<file path="config.mk">
export PLATFORM = sky130hd
export DESIGN_NAME = oscsd_top
export DESIGN_NICKNAME = d
export VERILOG_FILES = /design/src/core/oscsd_pkg.sv /design/src/core/oscsd_sync.sv /design/src/core/oscsd_top.sv /design/src/core/oscsd_wdt_mon.sv
export SDC_FILE = /design/constraint.sdc
export NUM_CORES = 1
export LEC_CHECK = 0
export BUFFER_PORTS_ARGS = -buffer_cell sky130_fd_sc_hd__buf_2
export CAP_MARGIN = 40
export CORE_ASPECT_RATIO = 1.2
export CORE_MARGIN = 2
export CORE_UTILIZATION = 40
export CTS_BUF_LIST = sky130_fd_sc_hd__clkbuf_4 sky130_fd_sc_hd__clkbuf_8
export DETAILED_ROUTE_END_ITERATION = 10
export GPL_ROUTABILITY_DRIVEN = 0
export PLACE_DENSITY = 0.69
export RECOVER_POWER = 25
export SLEW_MARGIN = 5
export SYNTH_ARGS = -nofsm -noshare
export SYNTH_HDL_FRONTEND = slang
export SYNTH_SLANG_ARGS = --single-unit
</file>
<file path="constraint.sdc">
create_clock -name pclk -period 3.1 [get_ports pclk]
set_input_delay 0.62 -clock pclk [delete_from_list [all_inputs] [get_ports pclk]]
set_output_delay 0.62 -clock pclk [all_outputs]
set_load 0.05 [all_outputs]
</file>
<file path="src/core/oscsd_pkg.sv">
package oscsd_pkg;

  ////////////////////////////////////////////////////////////////////////////
  // register indices and byte addresses (byte address = index * 4)
  localparam logic [23:0] OSCSD_CTRL_IDX = 24'hFFE0A0;
  localparam logic [23:0] OSCSD_DIV_IDX = 24'hFFE0A1;
  localparam logic [23:0] OSCSD_STAT_IDX = 24'hFFE0A2;
  localparam logic [23:0] OSCSD_MASK_IDX = 24'hFFE0A3;
  localparam logic [31:0] OSCSD_CTRL_ADDR = {6'h00, OSCSD_CTRL_IDX, 2'h0};
  localparam logic [31:0] OSCSD_DIV_ADDR = {6'h00, OSCSD_DIV_IDX, 2'h0};
  localparam logic [31:0] OSCSD_STAT_ADDR = {6'h00, OSCSD_STAT_IDX, 2'h0};
  localparam logic [31:0] OSCSD_MASK_ADDR = {6'h00, OSCSD_MASK_IDX, 2'h0};

  ////////////////////////////////////////////////////////////////////////////
  // unlock keys
  localparam logic [7:0] OSCSD_KEY_FIRST = 8'hE7;
  localparam logic [7:0] OSCSD_KEY_SECOND = 8'h18;

  ////////////////////////////////////////////////////////////////////////////
  // control register fields
  localparam int OSCSD_PREC_BIT = 7;
  localparam int OSCSD_XTAL_BIT = 6;
  localparam int OSCSD_WDOSC_BIT = 5;
  localparam int OSCSD_PFD_BIT = 4;
  localparam int OSCSD_WFD_BIT = 3;
  localparam int OSCSD_FLP_BIT = 2;
  localparam int OSCSD_SEL_LSB = 0;
  localparam logic [7:0] OSCSD_CTRL_RESET = 8'hA0;
  localparam logic [1:0] OSCSD_SEL_PREC = 2'h0;
  localparam logic [1:0] OSCSD_SEL_XTAL = 2'h1;
  localparam logic [1:0] OSCSD_SEL_RSVD = 2'h2;
  localparam logic [1:0] OSCSD_SEL_WDOG = 2'h3;

  ////////////////////////////////////////////////////////////////////////////
  // divide register reset values
  localparam logic [7:0] OSCSD_DIV_RESET = 8'h00;
  localparam logic [7:0] OSCSD_DIV_RESET_LP = 8'h08;
  localparam logic [7:0] OSCSD_DIV_OFF = 8'h00;

  ////////////////////////////////////////////////////////////////////////////
  // status register bits (w1c on bits 1:0, rest read only)
  localparam int OSCSD_ST_PFAIL = 0;
  localparam int OSCSD_ST_WFAIL = 1;
  localparam int OSCSD_ST_FORCED = 2;
  localparam int OSCSD_ST_WDEAD = 3;
  localparam int OSCSD_ST_OPEN = 4;

  ////////////////////////////////////////////////////////////////////////////
  // timing
  localparam int OSCSD_WDT_FAIL_CYCLES = 8000;
  localparam logic [1:0] OSCSD_INIT_LOAD = 2'h2;
  localparam logic [1:0] OSCSD_INIT_DONE = 2'h3;

  // unlock state, one-hot
  typedef enum logic [2:0] {
    oscsd_locked = 3'h1,
    oscsd_key1 = 3'h2,
    oscsd_open = 3'h4
  } oscsd_lock_t;

endpackage

</file>
<file path="src/core/oscsd_sync.sv">
`timescale 1ns/10ps
`default_nettype none
// two flop synchroniser for asynchronous levels
module oscsd_sync #(
  parameter int WIDTH = 1
) (
  input wire logic pclk,
  input wire logic presetn,
  input wire logic [WIDTH-1:0] async_in,
  output logic [WIDTH-1:0] sync_out
);

  if (WIDTH < 1) begin : g_bad_width
    $error("oscsd_sync width must be at least one");
  end

  logic [WIDTH-1:0] meta_q; // first stage, read only by second stage

  // both stages clear on reset
  always_ff @(posedge pclk or negedge presetn) begin
    if (!presetn) begin
      meta_q <= '0;
      sync_out <= '0;
    end else begin
      meta_q <= async_in;
      sync_out <= meta_q;
    end
  end

endmodule // oscsd_sync
`default_nettype wire

</file>
<file path="src/core/oscsd_top.sv">
// The APB register port was chosen for this implementation.
`timescale 1ns/10ps
`default_nettype none
// oscillator select and divide control with apb register access
module oscsd_top #(
  parameter int WDT_FAIL_CYCLES = oscsd_pkg::OSCSD_WDT_FAIL_CYCLES
) (
  input wire logic pclk,
  input wire logic presetn,
  input wire logic psel,
  input wire logic penable,
  input wire logic pwrite,
  input wire logic [31:0] paddr,
  input wire logic [31:0] pwdata,
  input wire logic [3:0] pstrb,
  output logic [31:0] prdata,
  output logic pready,
  output logic pslverr,
  input wire logic low_power_option_bit,
  input wire logic primary_osc_fail,
  input wire logic watchdog_osc_clk,
  input wire logic flash_read_req,
  output logic precision_osc_on,
  output logic crystal_osc_on,
  output logic watchdog_osc_on,
  output logic [1:0] system_clock_source,
  output logic [7:0] clock_divide_value,
  output logic flash_low_power_on,
  output logic flash_powered,
  output logic system_exception,
  output logic irq
);

  if (WDT_FAIL_CYCLES < 2) begin : g_bad_wdt
    $error("oscsd_top watchdog failure window too short");
  end

  ////////////////////////////////////////////////////////////////////////////
  // declarations
  logic [7:0] oscillator_control_reg_q; // control register
  logic [7:0] clock_divide_reg_q; // divide register
  logic [1:0] stat_q; // sticky failure events
  logic [1:0] mask_q; // interrupt mask
  logic forced_q; // watchdog forced onto system clock
  logic wdog_dead_q; // watchdog failed, primary detect lost
  logic [1:0] init_cnt_q; // post reset option capture
  logic [31:0] prdata_q; // read data, loaded in setup
  logic pslverr_q; // error flag, loaded in setup
  logic exc_q; // exception pulse
  logic wedge_q; // delayed synced watchdog clock
  logic pfail_q; // delayed synced primary fail
  oscsd_pkg::oscsd_lock_t lock_q; // unlock sequence state
  logic opt_s; // synced option bit
  logic pfail_s; // synced primary failure level
  logic wclk_s; // synced watchdog clock
  logic wdt_fail; // watchdog failure pulse
  logic init_busy; // still capturing the option bit
  logic setup_ph; // apb setup cycle
  logic wr_acc; // apb write taking effect
  logic hit_ctrl;
  logic hit_div;
  logic hit_stat;
  logic hit_mask;
  logic hit_any;
  logic wr_ctrl; // any write at control address
  logic wr_div; // any write at divide address
  logic ctrl_take; // control value accepted
  logic div_take; // divide value accepted
  logic pfail_evt; // primary failure detected
  logic wdt_edge; // watchdog clock rising edge
  logic [1:0] sel_wr; // select field after write filter

  ////////////////////////////////////////////////////////////////////////////
  // input synchronisers: option, primary fail, watchdog clock
  oscsd_sync #(
    .WIDTH(3)
  ) u_sync (
    .pclk(pclk),
    .presetn(presetn),
    .async_in({low_power_option_bit, primary_osc_fail, watchdog_osc_clk}),
    .sync_out({opt_s, pfail_s, wclk_s})
  );

  ////////////////////////////////////////////////////////////////////////////
  // option capture after reset release
  // the option pin cannot be loaded by the async reset itself, so the
  // defaults are taken from the synced level once it has settled
  assign init_busy = init_cnt_q != oscsd_pkg::OSCSD_INIT_DONE;

  // counts up to done and stops
  always_ff @(posedge pclk or negedge presetn) begin
    if (!presetn) begin
      init_cnt_q <= '0;
    end else if (init_busy) begin
      init_cnt_q <= init_cnt_q + 2'h1;
    end
  end

  ////////////////////////////////////////////////////////////////////////////
  // apb decode
  assign setup_ph = psel && !penable;
  assign pready = !init_busy; // stall until defaults loaded
  assign wr_acc = psel && penable && pwrite && pready && pstrb[0];
  assign hit_ctrl = paddr == oscsd_pkg::OSCSD_CTRL_ADDR;
  assign hit_div = paddr == oscsd_pkg::OSCSD_DIV_ADDR;
  assign hit_stat = paddr == oscsd_pkg::OSCSD_STAT_ADDR;
  assign hit_mask = paddr == oscsd_pkg::OSCSD_MASK_ADDR;
  assign hit_any = hit_ctrl || hit_div || hit_stat || hit_mask;
  assign wr_ctrl = wr_acc && hit_ctrl;
  assign wr_div = wr_acc && hit_div;
  assign ctrl_take = wr_ctrl && lock_q == oscsd_pkg::oscsd_open;
  assign div_take = wr_div && lock_q == oscsd_pkg::oscsd_open;

  ////////////////////////////////////////////////////////////////////////////
  // unlock sequence; both protected registers share it
  // non key writes and reads elsewhere leave a half sequence standing,
  // so software may touch other registers between the two keys
  always_ff @(posedge pclk or negedge presetn) begin
    if (!presetn) begin
      lock_q <= oscsd_pkg::oscsd_locked;
    end else begin
      case (lock_q)
        oscsd_pkg::oscsd_locked: begin
          if (wr_ctrl && pwdata[7:0] == oscsd_pkg::OSCSD_KEY_FIRST) begin
            lock_q <= oscsd_pkg::oscsd_key1;
          end
        end
        oscsd_pkg::oscsd_key1: begin
          if (wr_ctrl) begin
            if (pwdata[7:0] == oscsd_pkg::OSCSD_KEY_SECOND) begin
              lock_q <= oscsd_pkg::oscsd_open;
            end else if (pwdata[7:0] == oscsd_pkg::OSCSD_KEY_FIRST) begin
              lock_q <= oscsd_pkg::oscsd_key1; // repeated first key restarts
            end else begin
              lock_q <= oscsd_pkg::oscsd_locked;
            end
          end
        end
        oscsd_pkg::oscsd_open: begin
          if (wr_ctrl || wr_div) begin
            lock_q <= oscsd_pkg::oscsd_locked;
          end
        end
        default: begin
          lock_q <= oscsd_pkg::oscsd_locked;
        end
      endcase
    end
  end

  ////////////////////////////////////////////////////////////////////////////
  // failure event detection
  // watchdog edge from the second sync stage and a local delay flop
  assign wdt_edge = wclk_s && !wedge_q;
  // primary failure counts only on its rising edge, only while enabled,
  // and not after the watchdog died (no time base left to judge by)
  assign pfail_evt = pfail_s && !pfail_q && !wdog_dead_q &&
                     oscillator_control_reg_q[oscsd_pkg::OSCSD_PFD_BIT];

  // edge detect delay flops
  always_ff @(posedge pclk or negedge presetn) begin
    if (!presetn) begin
      wedge_q <= 1'b0;
      pfail_q <= 1'b0;
    end else begin
      wedge_q <= wclk_s;
      pfail_q <= pfail_s;
    end
  end

  // watchdog clock supervision
  oscsd_wdt_mon #(
    .FAIL_CYCLES(WDT_FAIL_CYCLES)
  ) u_wdt_mon (
    .pclk(pclk),
    .presetn(presetn),
    .enable(oscillator_control_reg_q[oscsd_pkg::OSCSD_WFD_BIT] && !init_busy),
    .wdt_edge(wdt_edge),
    .fail_pulse(wdt_fail)
  );

  ////////////////////////////////////////////////////////////////////////////
  // control register
  // reserved select code keeps the previous source rather than stopping
  // the clock on an undefined path
  assign sel_wr = (pwdata[1:0] == oscsd_pkg::OSCSD_SEL_RSVD) ?
                  oscillator_control_reg_q[1:0] : pwdata[1:0];

  always_ff @(posedge pclk or negedge presetn) begin
    if (!presetn) begin
      oscillator_control_reg_q <= oscsd_pkg::OSCSD_CTRL_RESET;
    end else if (init_cnt_q == oscsd_pkg::OSCSD_INIT_LOAD) begin
      oscillator_control_reg_q[oscsd_pkg::OSCSD_FLP_BIT] <= !opt_s;
    end else begin
      if (ctrl_take) begin
        oscillator_control_reg_q <= {pwdata[7:2], sel_wr};
      end
      // hardware clear beats a same cycle software write
      if (pfail_evt) begin
        oscillator_control_reg_q[oscsd_pkg::OSCSD_PFD_BIT] <= 1'b0;
      end
      if (wdt_fail) begin
        oscillator_control_reg_q[oscsd_pkg::OSCSD_WFD_BIT] <= 1'b0;
      end
    end
  end

  ////////////////////////////////////////////////////////////////////////////
  // divide register
  always_ff @(posedge pclk or negedge presetn) begin
    if (!presetn) begin
      clock_divide_reg_q <= oscsd_pkg::OSCSD_DIV_RESET;
    end else if (init_cnt_q == oscsd_pkg::OSCSD_INIT_LOAD) begin
      clock_divide_reg_q <= opt_s ? oscsd_pkg::OSCSD_DIV_RESET :
                            oscsd_pkg::OSCSD_DIV_RESET_LP;
    end else if (div_take) begin
      clock_divide_reg_q <= pwdata[7:0];
    end
  end

  ////////////////////////////////////////////////////////////////////////////
  // failure recovery state
  // forced switch-over holds until software writes a new selection
  always_ff @(posedge pclk or negedge presetn) begin
    if (!presetn) begin
      forced_q <= 1'b0;
    end else if (pfail_evt && oscillator_control_reg_q[1:0] !=
                 oscsd_pkg::OSCSD_SEL_WDOG) begin
      forced_q <= 1'b1;
    end else if (ctrl_take) begin
      forced_q <= 1'b0;
    end
  end

  // watchdog death is kept until reset
  always_ff @(posedge pclk or negedge presetn) begin
    if (!presetn) begin
      wdog_dead_q <= 1'b0;
    end else if (wdt_fail) begin
      wdog_dead_q <= 1'b1;
    end
  end

  // one cycle system exception per failure
  always_ff @(posedge pclk or negedge presetn) begin
    if (!presetn) begin
      exc_q <= 1'b0;
    end else begin
      exc_q <= pfail_evt || wdt_fail;
    end
  end

  ////////////////////////////////////////////////////////////////////////////
  // interrupt status, write one to clear, set wins
  always_ff @(posedge pclk or negedge presetn) begin
    if (!presetn) begin
      stat_q <= '0;
    end else begin
      for (int i = 0; i < 2; i++) begin
        if (wr_acc && hit_stat && pwdata[i]) begin
          stat_q[i] <= 1'b0;
        end
      end
      if (pfail_evt) begin
        stat_q[oscsd_pkg::OSCSD_ST_PFAIL] <= 1'b1;
      end
      if (wdt_fail) begin
        stat_q[oscsd_pkg::OSCSD_ST_WFAIL] <= 1'b1;
      end
    end
  end

  // interrupt mask, plain read write
  always_ff @(posedge pclk or negedge presetn) begin
    if (!presetn) begin
      mask_q <= '0;
    end else if (wr_acc && hit_mask) begin
      mask_q <= pwdata[1:0];
    end
  end

  ////////////////////////////////////////////////////////////////////////////
  // read data and error, captured in the setup cycle
  // capture in setup keeps prdata a flop while pready stays combinational
  always_ff @(posedge pclk or negedge presetn) begin
    if (!presetn) begin
      prdata_q <= '0;
      pslverr_q <= 1'b0;
    end else if (setup_ph) begin
      pslverr_q <= !hit_any;
      prdata_q <= '0;
      if (hit_ctrl) begin
        prdata_q <= {24'h000000, oscillator_control_reg_q};
      end else if (hit_div) begin
        prdata_q <= {24'h000000, clock_divide_reg_q};
      end else if (hit_stat) begin
        prdata_q <= {27'h0000000, lock_q == oscsd_pkg::oscsd_open,
                     wdog_dead_q,
                     forced_q, stat_q};
      end else if (hit_mask) begin
        prdata_q <= {30'h0000000, mask_q};
      end
    end
  end

  assign prdata = prdata_q;
  assign pslverr = pslverr_q && psel && penable;

  ////////////////////////////////////////////////////////////////////////////
  // outputs to the clock generator and flash
  assign precision_osc_on = oscillator_control_reg_q[oscsd_pkg::OSCSD_PREC_BIT];
  assign crystal_osc_on = oscillator_control_reg_q[oscsd_pkg::OSCSD_XTAL_BIT];
  assign watchdog_osc_on =
    oscillator_control_reg_q[oscsd_pkg::OSCSD_WDOSC_BIT] || forced_q;
  assign system_clock_source = forced_q ? oscsd_pkg::OSCSD_SEL_WDOG :
                               oscillator_control_reg_q[1:0];
  assign clock_divide_value = clock_divide_reg_q;
  assign flash_low_power_on = oscillator_control_reg_q[oscsd_pkg::OSCSD_FLP_BIT];
  // combinational so a read request powers the flash in the same cycle
  assign flash_powered = !flash_low_power_on || flash_read_req;
  assign system_exception = exc_q;
  assign irq = |(stat_q & mask_q);

endmodule // oscsd_top
`default_nettype wire

</file>
<file path="src/core/oscsd_wdt_mon.sv">
`timescale 1ns/10ps
`default_nettype none
// counts system cycles between watchdog clock edges
module oscsd_wdt_mon #(
  parameter int FAIL_CYCLES = oscsd_pkg::OSCSD_WDT_FAIL_CYCLES
) (
  input wire logic pclk,
  input wire logic presetn,
  input wire logic enable,
  input wire logic wdt_edge,
  output logic fail_pulse
);

  localparam int CW = $clog2(FAIL_CYCLES + 1);
  localparam logic [CW-1:0] LAST = CW'(FAIL_CYCLES - 1);

  if (FAIL_CYCLES < 2) begin : g_bad_count
    $error("oscsd_wdt_mon needs at least two cycles");
  end

  logic [CW-1:0] cnt_q; // cycles since last watchdog edge

  // restart on every edge or while disabled
  always_ff @(posedge pclk or negedge presetn) begin
    if (!presetn) begin
      cnt_q <= '0;
    end else if (!enable || wdt_edge || cnt_q == LAST) begin
      cnt_q <= '0;
    end else begin
      cnt_q <= cnt_q + CW'(1);
    end
  end

  // failure on the last edgeless cycle of the window
  always_ff @(posedge pclk or negedge presetn) begin
    if (!presetn) begin
      fail_pulse <= 1'b0;
    end else begin
      fail_pulse <= enable && !wdt_edge && cnt_q == LAST;
    end
  end

endmodule // oscsd_wdt_mon
`default_nettype wire

</file>
# == After elaboration in Yosys (flattened, before gate mapping) ==
# Cells that the tools add are included.
# totals
register_bits,83
latchBits,0
out_inout_bits,51
n_memories,0
romBits,0
word_cells,126
ramBits,0
input_bits,77
# op_classes
n_shift,0
n_div,0
n_bitwise,3
n_mux,26
reduce_logical,56
n_eq_ne,17
magnitude_cmp,0
addsub,2
mul,0
# op_table
operator,count
equality test 32 x 26 -> 1 bit (second input constant),4
2-to-1 mux 8 bit,4
logical AND 1 bit,24
nonzero test 2 bit,7
adder 13 x 1 -> 13 bit (second input constant),1
equality test 13 bit (second input constant),1
2-to-1 mux 13 bit,1
2-to-1 mux 3 bit,4
logical NOT 1 bit,10
2-to-1 mux 5 bit,2
!= test 2 bit (second input constant),5
logical OR 1 bit,9
2-to-1 mux 1 bit,9
case mux 3 bit (3 select lines),1
equality test 8 x 5 -> 1 bit (second input constant),1
equality test 8 bit (second input constant),1
2-to-1 mux 2 bit,4
AND reduction 2 bit,3
AND reduction 3 bit,2
equality test 2 bit (second input constant),2
2-to-1 mux 4 bit,1
equality test 3 x 1 -> 1 bit (second input constant),1
equality test 3 x 2 -> 1 bit (second input constant),1
equality test 3 bit (second input constant),1
other kinds (4),5

# == Logic depth before layout (Yosys ltp) ==
# logic_depth
word_depth,8
depth_mapped,7
ltp_nobuf,6

# == Cells and area by module ==
# From an unflattened synthesis, not the netlist that was laid out.
# hier_totals
cells_unflattened,295
hier_area_um2,3090.5
# modules_own_cells
module,seq_area_each_um2,cells_each,area_each_um2,instances
oscsd_top,979.7,221,2270.9,1
oscsd_wdt_mon,350.3,68,669.4,1
oscsd_sync,150.1,6,150.1,1

# == Worst setup path after synthesis ==
# OpenSTA, ideal clock, no wires.
# synth_timing
kind,input -> register
startpoint,input paddr[12]
endpoint,register oscillator_control_reg_q[6]
required_ps,2975
slack_ps,356
setup_ps,125
arrival_time_ps,2619
path_buffers,1
path_stages,6
path_cell_list,or4b_1 nor4_4 nand3b_2 or4_1 buf_2 mux2_4
# synth_via
elab_chain_len,4
# synth_lines
item,line_no,rtl
start: declaration,oscsd_top.sv:13,"input wire logic [31:0] paddr,"
equality test 32 x 26 -> 1 bit,oscsd_top.sv:104,assign hit_ctrl = paddr == oscsd_pkg::OSCSD_CTRL_ADDR;
logical AND 1 bit,oscsd_top.sv:109,assign wr_ctrl = wr_acc && hit_ctrl;
logical AND 1 bit,oscsd_top.sv:111,assign ctrl_take = wr_ctrl && lock_q == oscsd_pkg::oscsd_open;
AND reduction 2 bit (no line),n/a,
end signal: assignment,oscsd_top.sv:191,oscillator_control_reg_q <= oscsd_pkg::OSCSD_CTRL_RESET;
end signal: indexed assignment,oscsd_top.sv:193,oscillator_control_reg_q[oscsd_pkg::OSCSD_FLP_BIT] <= !opt_s;
end signal: assignment,oscsd_top.sv:196,"oscillator_control_reg_q <= {pwdata[7:2], sel_wr};"
end: declaration,oscsd_top.sv:40,logic [7:0] oscillator_control_reg_q;
# Every way passes these cells.
# A chain may end at the register's enable or synchronous reset.

# == Worst setup path in the final report ==
# layout_timing
startpoint,input paddr[31]
endpoint,register oscillator_control_reg_q[6]
# Same word-level chain as after synthesis.

==> results <==
- In this run the count of I/O pins placed on the die edge is 128.
- The die is 83.4 um wide.
- The count of antenna diodes in the layout is 0.
- In the finished design, the share of the clock period the worst path needs comes to 84.7%.
- For the pin with the worst max-slew slack, the measured transition is 937 ps.
- The final core utilization is 50.5%.
- In this run the worst path has a maximum fanout of 5.
- The amount of wire on met3 after detailed routing is 594 um.
- The post-detailed-route DRC marker count is 0.
- The flow ran to the end, and the final reports show no timing, DRC or antenna violations.
- The detailed-routed wire length on met2 is 3170 um.
- The leading register cell type out of synthesis is dfrtp_1.
- For this run, the total global-route usage over all layers was measured as 17.2%.
- CTS built an H-tree with a depth of 3.
- Yosys printed 0 warnings.
- The area of the mapped netlist is 3020 um^2.
- Counting the fill cells in the layout gives 660.
- Of the post-synthesis cell area, the dominant cell type holds 46.4%.
- Input and output buffers added on the ports amount to 76.
- The largest total area in the synthesized netlist belongs to dfrtp_1.
- By count the netlist is led by dfrtp_1 (56), nor2_1 (35), buf_4 (24), nand2_1 (24), mux2i_1 (14).
- The largest delay contributor family on the critical path is simple AND/OR/NAND/NOR gates.
- The type of the setup path with the least slack is in -> reg.
- The sequential share of power is 45.9%.
- The netlist uses 50 different library cells.
- Hold repair after CTS inserted 0 buffers.
- Setup repair after global routing left no endpoint under its margin.
- The global-route wire length before repair is 11400 um.
- The proportion of total power due to net switching is 27.5%.
- The power share of the clock group is 40.9%.
- The power after layout is 1800 uW.
- The critical path goes through buf_2, or4b_1, nor4_2, nand3b_2, or4_1, mux2_4.
- The arrival time at the worst endpoint is 2850 ps.
- The cell count after synthesis is 291.
- The most common cell in the synthesized netlist is dfrtp_1.
- For this run, the slowest stage of the critical path takes 720 ps.
- The count of pins over their slew limit is 0.
- The sink count of the clock tree is 59.
- STA puts the critical path data required time at 3320 ps.
- In this run the standard cell core region covers 7270 um^2.
- The buffer cell driving the clock tree root is clkbuf_8.
- The timing-limited maximum frequency is 381 MHz.
- Entering global routing, the biggest net connects 31 pins.
- After clock tree synthesis, the clock-pin slew on the worst setup and hold paths is 70 ps.
- The worst path setup slack after routing is 474 ps.
- The analysis attributes to net switching a power of 495 uW.
- The number of synthesized flops with an enable pin is 0.
- The minimum clock period after layout is 2630 ps.
- Of all flip-flops after synthesis, the portion carrying an async set or reset was 100%.
- The launching element type of the critical path is an input port.
- The fraction of layout instances using a drive strength above 1 is 31.2%.
- The average wire length per cell after detail routing is 14.3 um.
- Routed signal wires occupy layers up through met4.
- The die area is 8270 um^2.
- The internal power of the cells totals 1310 uW.
- IR analysis of the VDD net gives a maximum drop of 325 uV.
- The synthesized area per cell is 10.4 um^2.
- The number of vias after detailed routing is 2395.
- The wire-length estimate of the detail-placed layout is 5220 um.
- The detailed-route wire length on metal 1 is 2850 um.
- The worst clock skew is 11.5 ps.
- The total CTS buffers is 9.
- The longest clock path from root to sink contains 2 buffers.
- After clock tree synthesis, the repair step resized 0 gates.
- Ranked by total cell area, the synthesized netlist is headed by dfrtp_1 (46%), buf_4 (6.0%), mux2i_1 (4.6%), nor2_1 (4.3%), nand2_1 (3.0%).
- The analysis attributes to cell leakage a power of 0.00188 uW.
- After synthesis the netlist holds a flip-flop and latch count of 59.
- The class of the most critical hold timing path is reg -> reg.
- For this block, the initial DRC count from the detailed router was 168.
- The worst-skew pair later-pin latency is 330 ps.
- The initial antenna violation count is 0.
- The largest individual stage delay along the critical path comes from the cell or4_1.
- For this block, the routed nets add up to 6730 um of wire.
- The number of global-route vias before repair is 2374.
- The final-layout setup total negative slack is 0 ps.
- The buffering stage count on the worst path with inverters included is 1.
- The mean number of vias per cell is 5.07.
- The endpoint type of the worst setup path is a flop.
- In this run the power density over the cells is 490 nW/um^2.
- Of the synthesized area, sequential elements account for 49.0%.
- Before CTS, the worst setup slack after placement is 127 ps.
- TritonCTS built the clock tree.
- The total overflow reported by the global router is 0.
- The total setup buffers inserted after CTS is 0.
- The pre-antenna-repair detailed-routing pass consisted of 4 iterations.
- At the end of the flow, the number of nets in the layout was 457.
- The final hold violation count came to 0.
- The normalized max-slew margin is 37.5%.
- The die extent in y is 99.2 um.
- The initialized floorplan defines 34 standard-cell rows.
- Compared with the post-synthesis result, the final layout area differs by 21.4%.
- Combinational logic is responsible for 13.2% of the overall power.
- Across the run, the number of max-cap violations was 0.
- Once the floorplan was initialized, standard cells occupied 41.6% of the core.
- Setup violations remaining at the end of the flow were counted as 0.
- The remaining antenna violation count after routing is 0.
## cell usage in the layout (no fill, tap or decap), types with 4 or more instances in the layout
master and count:
xor2_1 5, o31ai_1 7, xnor2_1 7, buf_4 6, nor2_1 35, dfrtp_1 56
or4b_1 5, o21ai_0 7, mux2i_1 14, nand2_1 24, a21oi_1 4, nand4_1 9
inv_1 9, clkbuf_8 12, nand2b_1 7, a21o_1 4, or2_2 5, nand3_1 8
conb_1 24, buf_2 75, nor4_1 5
## power by group through the flow
stage / clock, uW / combinational [uW] / sequential, uW
2_1_floorplan: 0 / 180 / 841
3_3_place_gp: 0 / 232 / 840
3_5_place_dp: 0 / 238 / 841
4_1_cts: 751 / 239 / 827
5_1_grt: 794 / 260 / 831
6_report: 737 / 237 / 827
## routing by layer
metal	global-route usage [%]	up-vias
met3	6.64	15
met1	21.0	1115
met4	6.31	0
met5	0	-
li1	-	1144
met2	27.7	121
## area by class of cell
cell class                 instances  area (um^2)  share of cell area [%]
sequential                        59         1480                    40.3
multi-input combinational        214         1380                    37.7
tap                               90          113                    3.07
clock buffer                      12          165                    4.50
timing repair buffer              84          448                    12.2
clock inverter                     4         47.5                    1.30
inverter                           9         33.8                   0.920
## final timing paths
path,start,end,slack (ps),depth (start not counted)
worst min-delay path,u_sync.meta_q[0]$_DFF_PN0_,u_sync.sync_out[0]$_DFF_PN0_,350,0
min in group asynchronous,presetn,clock_divide_value[0]$_DFFE_PN0P_,400,1
max in group asynchronous,presetn,oscillator_control_reg_q[7]$_DFFE_PN1P_,1830,2
worst min register to register,u_sync.meta_q[0]$_DFF_PN0_,u_sync.sync_out[0]$_DFF_PN0_,350,0
worst max-delay path,paddr[31],oscillator_control_reg_q[6]$_DFFE_PN0P_,470,6
worst max register to register,init_cnt_q[0]$_DFFE_PN0P_,oscillator_control_reg_q[6]$_DFFE_PN0P_,860,6
## sequential cells by signal, indices dropped and copies added, names as in the netlist
name                      count
u_wdt_mon.cnt_q              13
clock_divide_value            8
oscillator_control_reg_q      8
prdata                        8
lock_q                        3
u_sync.meta_q                 3
u_sync.sync_out               3
init_cnt_q                    2
mask_q                        2
stat_q                        2
forced_q                      1
pfail_q                       1
pslverr_q                     1
system_exception              1
u_wdt_mon.fail_pulse          1
wdog_dead_q                   1
wedge_q                       1
## stage by stage
stage	area [um^2]	hold slack [ps]	cells
final	3670	353	472
after global routing	3670	367	472
after CTS	3680	200	472
after detailed placement	3460	341	456
after global placement	3440	339	455
after floorplan	3110	324	314
## kinds of logic (layout without fill, tap and decap cells)
group	count (synthesis)	after routing	synth area share (%)
multiplexers	22	22	8.73
adder cells (fa/ha/maj)	3	3	1.24
AO/OA/AOI/OAI	33	33	7.66
flip-flops	59	59	49.0
XOR/XNOR	12	12	3.48
other	1	24	0.124
AND/OR/NAND/NOR	120	120	21.7
buffers and inverters	41	109	8.11
Note: power is estimated with default switching activity, not from simulation.
